**src/smrc_pkg.sv**
```systemverilog
// Package for the supply monitor and regulator controller: register map, fields, types
`default_nettype none
package smrc_pkg;
   localparam int unsigned ADDR_W = 8;
   localparam int unsigned DATA_W = 32;

   localparam logic [7:0] SUPPLY_COMMAND_REG       = 8'h00;
   localparam logic [7:0] SUPPLY_CONFIGURATION_REG = 8'h04;
   localparam logic [7:0] MONITOR_CONFIGURATION_REG = 8'h08;
   localparam logic [7:0] WAKE_CONFIGURATION_REG   = 8'h0c;
   localparam logic [7:0] SUPPLY_STATUS_REG        = 8'h10;

   // Command register
   localparam int unsigned REGULATOR_OFF_CMD_BIT = 2;
   // Configuration register
   localparam int unsigned REGULATOR_ON_SELECT_BIT = 14;
   localparam int unsigned XTAL_BYPASS_SELECT_BIT  = 20;
   // Monitor configuration register
   localparam int unsigned MONITOR_THRESHOLD_LSB     = 0;
   localparam int unsigned MONITOR_THRESHOLD_W       = 4;
   localparam int unsigned MONITOR_SAMPLE_PERIOD_LSB = 8;
   localparam int unsigned MONITOR_SAMPLE_PERIOD_W   = 2;
   localparam int unsigned MONITOR_RESET_ENABLE_BIT  = 12;
   localparam int unsigned MONITOR_IRQ_ENABLE_BIT    = 13;
   // Wake configuration register
   localparam int unsigned MONITOR_WAKE_ENABLE_BIT = 1;
   // Status register
   localparam int unsigned MONITOR_DETECT_STICKY_BIT = 1;
   localparam int unsigned MONITOR_OUTPUT_LIVE_BIT   = 5;
   localparam int unsigned BACKUP_MODE_BIT           = 8;

   // Threshold code n selects 1900 mV + n * 100 mV
   localparam int unsigned THRESHOLD_BASE_MV = 1900;
   localparam int unsigned THRESHOLD_STEP_MV = 100;

   // Sample period codes and their lengths in slow clock cycles
   typedef enum logic [1:0] {
      SMRC_CONTINUOUS = 2'h0,
      SMRC_EVERY_32   = 2'h1,
      SMRC_EVERY_256  = 2'h2,
      SMRC_EVERY_2048 = 2'h3
   } smrc_period_e;
   localparam int unsigned PERIOD_CNT_W = 11;
   localparam logic [10:0] PERIOD_32_LAST   = 11'h01f;
   localparam logic [10:0] PERIOD_256_LAST  = 11'h0ff;
   localparam logic [10:0] PERIOD_2048_LAST = 11'h7ff;

   typedef struct packed {
      logic               irqEnable;
      logic               resetEnable;
      smrc_period_e       samplePeriod;
      logic [3:0]         threshold;
   } smrc_moncfg_s;

   localparam smrc_moncfg_s MONCFG_RESET = '{irqEnable: 1'b0, resetEnable: 1'b0,
                                              samplePeriod: SMRC_CONTINUOUS, threshold: 4'h0};
endpackage : smrc_pkg
`default_nettype wire

```
**src/smrc_sync.sv**
```systemverilog
// Two flip-flop synchroniser for one asynchronous level
`default_nettype none
module smrc_sync (
   input  wire logic clock,    // Slow clock
   input  wire logic nrst,     // Asynchronous reset, active low
   input  wire logic asyncIn,  // Level from another domain
   output logic      syncOut   // Synchronised level
);
   logic stage1;

   always_ff @(posedge clock or negedge nrst) begin
      if (!nrst) begin
         stage1  <= 1'b0;
         syncOut <= 1'b0;
      end else begin
         stage1  <= asyncIn;
         syncOut <= stage1;
      end
   end
endmodule // smrc_sync
`default_nettype wire

```
**src/smrc_sampler.sv**
```systemverilog
// Supply monitor duty cycle timer: one enable cycle per selected period
`default_nettype none
module smrc_sampler (
   input  wire logic                  clock,        // Slow clock
   input  wire logic                  nrst,         // Asynchronous reset, active low
   input  wire smrc_pkg::smrc_period_e period,      // Selected sample period
   output logic                       sampleTick    // High one cycle before the monitor runs
);
   logic [smrc_pkg::PERIOD_CNT_W-1:0] count;
   logic [smrc_pkg::PERIOD_CNT_W-1:0] lastCount;

   always_comb begin
      case (period)
         smrc_pkg::SMRC_EVERY_32:  lastCount = smrc_pkg::PERIOD_32_LAST;
         smrc_pkg::SMRC_EVERY_256: lastCount = smrc_pkg::PERIOD_256_LAST;
         default:                  lastCount = smrc_pkg::PERIOD_2048_LAST;
      endcase
   end

   always_ff @(posedge clock or negedge nrst) begin
      if (!nrst) begin
         count      <= '0;
         sampleTick <= 1'b0;
      end else if (period == smrc_pkg::SMRC_CONTINUOUS) begin
         count      <= '0;
         sampleTick <= 1'b1;
      end else begin
         sampleTick <= (count == lastCount);
         if (count >= lastCount) begin
            count <= '0;
         end else begin
            count <= count + 1'b1;
         end
      end
   end
endmodule // smrc_sampler
`default_nettype wire

```
**src/smrc_ctrl.sv**
```systemverilog
// Supply controller: regulator off sequence, regulator select and supply monitor
//
// Our own choices: the placing of the registers and the plain strobed port.
`default_nettype none
module smrc_ctrl (
   input  wire logic                        clock,            // Slow clock, 40 MHz
   input  wire logic                        nrst,             // Asynchronous reset, active low
   input  wire logic [smrc_pkg::ADDR_W-1:0] addr,             // Register byte address
   input  wire logic [smrc_pkg::DATA_W-1:0] writeData,        // Write data
   input  wire logic                        writeStrobe,      // One-cycle write
   input  wire logic                        readStrobe,       // One-cycle read
   output logic      [smrc_pkg::DATA_W-1:0] readData,         // Read data, cycle after strobe
   input  wire logic                        monitorBelow,     // Comparator: rail below threshold
   output logic                             monitorEnable,    // Comparator power enable
   output logic      [3:0]                  monitorThreshold, // Comparator trip level code
   output logic                             regulatorEnable,  // Internal core regulator on
   output logic                             coreDomainResetN, // Core domain reset, active low
   output logic                             coreHalt,         // Stop processor and peripherals
   output logic                             coreWake,         // Core wake-up pulse
   output logic                             xtalBypass,       // Slow crystal bypass select
   output logic                             irq               // Supply controller interrupt
);
   typedef enum logic [1:0] {SMRC_RUN, SMRC_RESYNC, SMRC_HALT, SMRC_BACKUP} smrc_state_e;

   smrc_state_e            state;
   smrc_pkg::smrc_moncfg_s monCfg;
   logic                   regulatorOnSelect;
   logic                   wakeEnable;
   logic                   liveResult;
   logic                   sticky;
   logic                   belowSync;
   logic                   sampleTick;
   logic                   detect;
   logic                   wrCmd;
   logic                   rdStatus;
   logic                   wrStatus;
   logic                   offRequest;
   logic                   measureDly1;
   logic                   measureDly2;

   smrc_sync u_sync (
      .clock   (clock),
      .nrst    (nrst),
      .asyncIn (monitorBelow),
      .syncOut (belowSync)
   );

   smrc_sampler u_sampler (
      .clock      (clock),
      .nrst       (nrst),
      .period     (monCfg.samplePeriod),
      .sampleTick (sampleTick)
   );

   assign wrCmd      = writeStrobe && (addr == smrc_pkg::SUPPLY_COMMAND_REG);
   assign rdStatus   = readStrobe && (addr == smrc_pkg::SUPPLY_STATUS_REG);
   assign wrStatus   = writeStrobe && (addr == smrc_pkg::SUPPLY_STATUS_REG);
   assign offRequest = wrCmd && writeData[smrc_pkg::REGULATOR_OFF_CMD_BIT];
   // Only a result taken while the comparator was powered counts
   assign detect     = measureDly2 && belowSync;

   // Configuration registers
   always_ff @(posedge clock or negedge nrst) begin
      if (!nrst) begin
         monCfg            <= smrc_pkg::MONCFG_RESET;
         regulatorOnSelect <= 1'b0;
         xtalBypass        <= 1'b0;
         wakeEnable        <= 1'b0;
      end else if (writeStrobe) begin
         if (addr == smrc_pkg::SUPPLY_CONFIGURATION_REG) begin
            regulatorOnSelect <= writeData[smrc_pkg::REGULATOR_ON_SELECT_BIT];
            xtalBypass        <= writeData[smrc_pkg::XTAL_BYPASS_SELECT_BIT];
         end else if (addr == smrc_pkg::MONITOR_CONFIGURATION_REG) begin
            monCfg.threshold    <= writeData[smrc_pkg::MONITOR_THRESHOLD_LSB +: smrc_pkg::MONITOR_THRESHOLD_W];
            monCfg.samplePeriod <= smrc_pkg::smrc_period_e'(
               writeData[smrc_pkg::MONITOR_SAMPLE_PERIOD_LSB +: smrc_pkg::MONITOR_SAMPLE_PERIOD_W]);
            monCfg.resetEnable  <= writeData[smrc_pkg::MONITOR_RESET_ENABLE_BIT];
            monCfg.irqEnable    <= writeData[smrc_pkg::MONITOR_IRQ_ENABLE_BIT];
         end else if (addr == smrc_pkg::WAKE_CONFIGURATION_REG) begin
            wakeEnable <= writeData[smrc_pkg::MONITOR_WAKE_ENABLE_BIT];
         end
      end
   end

   // Regulator off sequence; once off, only a power-on reset leaves backup
   always_ff @(posedge clock or negedge nrst) begin
      if (!nrst) begin
         state <= SMRC_RUN;
      end else begin
         case (state)
            SMRC_RUN: begin
               if (offRequest) begin
                  state <= SMRC_RESYNC;
               end
            end
            SMRC_RESYNC: state <= SMRC_HALT;
            SMRC_HALT:   state <= SMRC_BACKUP;
            default:     state <= SMRC_BACKUP;
         endcase
      end
   end

   // Core control outputs
   always_ff @(posedge clock or negedge nrst) begin
      if (!nrst) begin
         coreDomainResetN <= 1'b1;
         coreHalt         <= 1'b0;
         regulatorEnable  <= 1'b1;
         coreWake         <= 1'b0;
      end else begin
         // Reset low from the cycle after resync on, or one cycle per enabled detection
         coreDomainResetN <= !((state == SMRC_RESYNC) || (state == SMRC_HALT) || (state == SMRC_BACKUP)
                               || (detect && monCfg.resetEnable));
         coreHalt         <= (state != SMRC_RUN);
         // Supply drops one cycle after halt
         regulatorEnable  <= !regulatorOnSelect && (state != SMRC_HALT) && (state != SMRC_BACKUP);
         coreWake         <= detect && wakeEnable;
      end
   end

   // Monitor outputs and status
   always_ff @(posedge clock or negedge nrst) begin
      if (!nrst) begin
         monitorEnable    <= 1'b0;
         monitorThreshold <= 4'h0;
         liveResult       <= 1'b0;
         sticky           <= 1'b0;
         irq              <= 1'b0;
         measureDly1      <= 1'b0;
         measureDly2      <= 1'b0;
      end else begin
         monitorEnable    <= sampleTick;
         monitorThreshold <= monCfg.threshold;
         // Comparator answer of an enabled cycle reaches belowSync two cycles later
         measureDly1      <= monitorEnable;
         measureDly2      <= measureDly1;
         if (measureDly2) begin
            liveResult <= belowSync;
         end
         // A detection in the clearing cycle wins
         if (detect) begin
            sticky <= 1'b1;
         end else if (rdStatus || (wrStatus && writeData[smrc_pkg::MONITOR_DETECT_STICKY_BIT])) begin
            sticky <= 1'b0;
         end
         irq <= (sticky || detect) && monCfg.irqEnable;
      end
   end

   // Read path
   always_ff @(posedge clock or negedge nrst) begin
      if (!nrst) begin
         readData <= '0;
      end else begin
         readData <= '0;
         if (readStrobe) begin
            if (addr == smrc_pkg::SUPPLY_CONFIGURATION_REG) begin
               readData[smrc_pkg::REGULATOR_ON_SELECT_BIT] <= regulatorOnSelect;
               readData[smrc_pkg::XTAL_BYPASS_SELECT_BIT]  <= xtalBypass;
            end else if (addr == smrc_pkg::MONITOR_CONFIGURATION_REG) begin
               readData[smrc_pkg::MONITOR_THRESHOLD_LSB +: smrc_pkg::MONITOR_THRESHOLD_W] <= monCfg.threshold;
               readData[smrc_pkg::MONITOR_SAMPLE_PERIOD_LSB +: smrc_pkg::MONITOR_SAMPLE_PERIOD_W] <=
                  monCfg.samplePeriod;
               readData[smrc_pkg::MONITOR_RESET_ENABLE_BIT] <= monCfg.resetEnable;
               readData[smrc_pkg::MONITOR_IRQ_ENABLE_BIT]   <= monCfg.irqEnable;
            end else if (addr == smrc_pkg::WAKE_CONFIGURATION_REG) begin
               readData[smrc_pkg::MONITOR_WAKE_ENABLE_BIT] <= wakeEnable;
            end else if (addr == smrc_pkg::SUPPLY_STATUS_REG) begin
               readData[smrc_pkg::MONITOR_DETECT_STICKY_BIT] <= sticky;
               readData[smrc_pkg::MONITOR_OUTPUT_LIVE_BIT]   <= liveResult;
               readData[smrc_pkg::BACKUP_MODE_BIT]           <= (state == SMRC_BACKUP);
            end
         end
      end
   end
endmodule // smrc_ctrl
`default_nettype wire

```
**config.mk**
```make
export PLATFORM = sky130hd
export DESIGN_NAME = smrc_ctrl
export DESIGN_NICKNAME = d
export VERILOG_FILES = /design/src/smrc_pkg.sv /design/src/smrc_sync.sv /design/src/smrc_sampler.sv /design/src/smrc_ctrl.sv
export SDC_FILE = /design/constraint.sdc
export NUM_CORES = 1
export LEC_CHECK = 0
export ABC_CLOCK_PERIOD_IN_PS = 4100
export BUFFER_PORTS_ARGS = -buffer_cell sky130_fd_sc_hd__buf_2
export CORE_MARGIN = 4
export CORE_UTILIZATION = 54
export CTS_BUF_LIST = sky130_fd_sc_hd__clkbuf_2
export CTS_CLUSTER_SIZE = 40
export DETAILED_ROUTE_END_ITERATION = 10
export GPL_TIMING_DRIVEN = 0
export PLACE_DENSITY = 0.87
export SLEW_MARGIN = 40
export SYNTH_ARGS = -nofsm -noshare
export SYNTH_HDL_FRONTEND = slang
export SYNTH_SLANG_ARGS = --single-unit
```
**constraint.sdc**
```tcl
create_clock -name clock -period 4.1 [get_ports clock]
set_input_delay 0.205 -clock clock [delete_from_list [all_inputs] [get_ports clock]]
set_output_delay 0.205 -clock clock [all_outputs]
set_load 0.1 [all_outputs]
```
==> flow_summary.toml <==
[place]
place_hpwl_mm = 3.24
portBuffers = 44
dp_cells = 302
dpl_cell_area_um2 = 2690
globalplace.congestion = 0.841

[job]
cap_violations = 0

[die]
rows = 23
dieWidth_um = 73.7
core_um2 = 4090
io-pin-count = 88
die_height_um = 73.7
die-area_um2 = 5440
start_util = 0.571

[clock_network]
clockRootBuffer = "clkbuf_2"
clk_pin_slew_worst_paths_ns = 0.26
clkSinkCount = 52
cts_buffers = 5
ctsResizeCount = 0
htree_levels = 2
cts_buffer_depth = 2
cts_tree = "done"
insertion_delay_ns = 0.44

[drt]
drtIter0Drc = 115
drt-total-wl_mm = 4.55
drc = 0
vias = 1640
postRouteAntennaNets = 0
via_per_inst = 5.06
post_drt_wl_per_cell_um = 14.1
dr.pass1.iters = 4

[timing]
fin_skew_ns = 0.0190
hold_violations = 0
timing.slew.headroom = 0.571
tightest_slew_ns = 0.640
finalSetupViolations = 0
timing.fmax_mhz = 393
fin_tns_setup_ns = 0
period_share = 0.620
period_needed_ns = 2.54
drv_slew = 0
rsz0062_at_grt = "no"

[pwr]
internal_power_mw = 0.622
power_leakage_nw = 1.50
p_sw_mw = 0.330
power_density_nw_per_um2 = 331
combPwrFrac = 0.206
clockPowerShare = 0.230
power.total_mw = 0.952
p_sw_frac = 0.347
ir_drop_mv = 0.169
seqPwrFrac = 0.564

[layout]
stdcell_count = 324
nets = 324
n_fill_cell = 304
design_area_um2 = 2880
syn_to_final_growth_pct = 23.4
fin_util = 0.705
drive_gt1_frac = 0.370

[outcome]
status = "completed"

[setup_path]
worstPathRequired_ns = 4.42
crit_fanout = 8
crit_top_cell = "ha_1"
crit_family = "adder cells"
cp-end-kind = "register"
crit_path_start_kind = "register"
max_stage_delay_ns = 0.55
arrival_ns = 2.87
crit_chain = "inv_1, ha_1, ha_1, nand3_1, or3_1, o211ai_1, nor3_1"
slowest_stage = "o211ai_1"
path_buf_inv = 1
critical_path_class = "register to register"

[yosys]
synth_top_flop_cell = "dfrtp_1"
async_flop_share = 1.00
synth_seq_cells = 52
synth_cell_types = 46
syn_inst = 188
yosys-top-cells-count = "dfrtp_1, buf_4, mux2_2"
syn_area_um2 = 2330
synth_top_area_share = 0.536
synth-edff-count = 0
synth_top_area_cell = "dfrtp_1"
synth.area.top_cells = "dfrtp_1, buf_4, mux2_2"
synth.most_common_cell = "dfrtp_1"
syn_area_per_cell_um2 = 12.4
seq_area_frac_synth = 0.559
yosys_warnings = 0

[global_route]
grt_max_degree = 53
antenna_found_initial = 0
grt_pass1_vias = 1632
grt_first_pass_wirelength_mm = 7.27
grt-ovfl-total = 0
grtUsageTotal = 0.177

[worst_hold_path]
hp-class = "input port to register"
## worst paths after layout
| path | start | end | slack, ns | cells after the start |
|---|---|---|---|---|
| max in group asynchronous | nrst | u_sampler.count[7] | 3.40 | 2 |
| worst max-delay path | monCfg[4] | u_sampler.count[5] | 1.56 | 7 |
| worst min-delay path | writeStrobe | state[0] | 0.1 | 2 |
| worst min register to register | u_sync.stage1 | u_sync.syncOut | 0.40 | 0 |
| min in group asynchronous | nrst | coreHalt | 0.27 | 2 |
| worst max register to register | monCfg[4] | u_sampler.count[5] | 1.56 | 7 |
## routing by layer
layer | GRT usage | wire length (um)
met1 | 0.201 | 1730
met2 | 0.311 | 2390
met3 | 0.0383 | 344
met4 | 0.0865 | 91
met5 | 0 | 0
## cell usage in the layout (no fill, tap or decap), types with 2 or more instances in the layout
master,instances
dfrtp_1,50
buf_2,44
buf_4,22
conb_1,21
dlygate4sd3_1,13
mux2_2,12
and3_1,7
xor2_1,7
nor3_1,7
ha_1,7
and3_2,6
nand3_1,5
nand2_1,5
clkbuf_2,5
clkbuf_1,4
nor2_1,4
and4_1,3
o21ai_0,3
a21oi_1,3
nand4_1,3
nor4_1,3
nor2b_1,3
inv_1,2
a21o_1,2
xnor2_1,2
or2_2,2
nand2b_1,2
a32o_1,2
dfstp_2,2
## area by class of cell
cell class | count | area, um2 | share of cell area
Antenna cell | 1 | 2.50 | 0.000869
Buffer | 26 | 178 | 0.0617
Clock buffer | 5 | 25.0 | 0.00869
Clock inverter | 3 | 27.5 | 0.00956
Inverter | 2 | 7.51 | 0.00261
Multi-Input combinational cell | 128 | 920 | 0.319
Sequential cell | 52 | 1300 | 0.453
Tap cell | 50 | 62.6 | 0.0217
Timing Repair Buffer | 57 | 353 | 0.123
## metrics by stage
| stage | hold WS, ns | setup WS [ns] |
|---|---|---|
| after floorplan | -0.0906 | 1.92 |
| after global placement | 0.324 | 1.65 |
| after detailed placement | 0.270 | 1.61 |
| after CTS | 0.000527 | 1.58 |
| after global routing | 0.0568 | 1.38 |
| final | 0.0973 | 1.56 |
## flip-flops by register name (all words and copies together), names as in the netlist, 2 cells and up
| signal | flops |
|---|---|
| readData | 11 |
| u_sampler.count | 11 |
| state | 2 |
| monitorThreshold | 4 |
| monCfg | 8 |
## power by group through the flow
| stage | Combinational, mW | Sequential (mW) | Clock (mW) |
|---|---|---|---|
| detailed placement | 0.186 | 0.546 | 0 |
| floorplan | 0.122 | 0.572 | 0 |
| global placement | 0.184 | 0.544 | 0 |
| CTS | 0.195 | 0.537 | 0.224 |
| finish | 0.196 | 0.537 | 0.219 |
| global route | 0.207 | 0.540 | 0.245 |
## cells by family (layout without fill, tap and decap cells)
logic type               count (synthesis)  count (layout)  synth area share
buffers and inverters                   28              93            0.0794
AO/OA/AOI/OAI                           18              18            0.0552
AND/OR/NAND/NOR                         61              61             0.176
adder cells (fa/ha/maj)                  7               7            0.0375
flip-flops                              52              52             0.559
other                                    1              22           0.00161
multiplexers                            12              12            0.0579
XOR/XNOR                                 9               9            0.0338
## timing repair
item	in CTS	in global routing
hold endpoints to repair	60	2
hold buffers	11	2
endpoints found under the setup margin	0	0
setup buffers	0	0
Note: power is estimated with default switching activity, not from simulation.
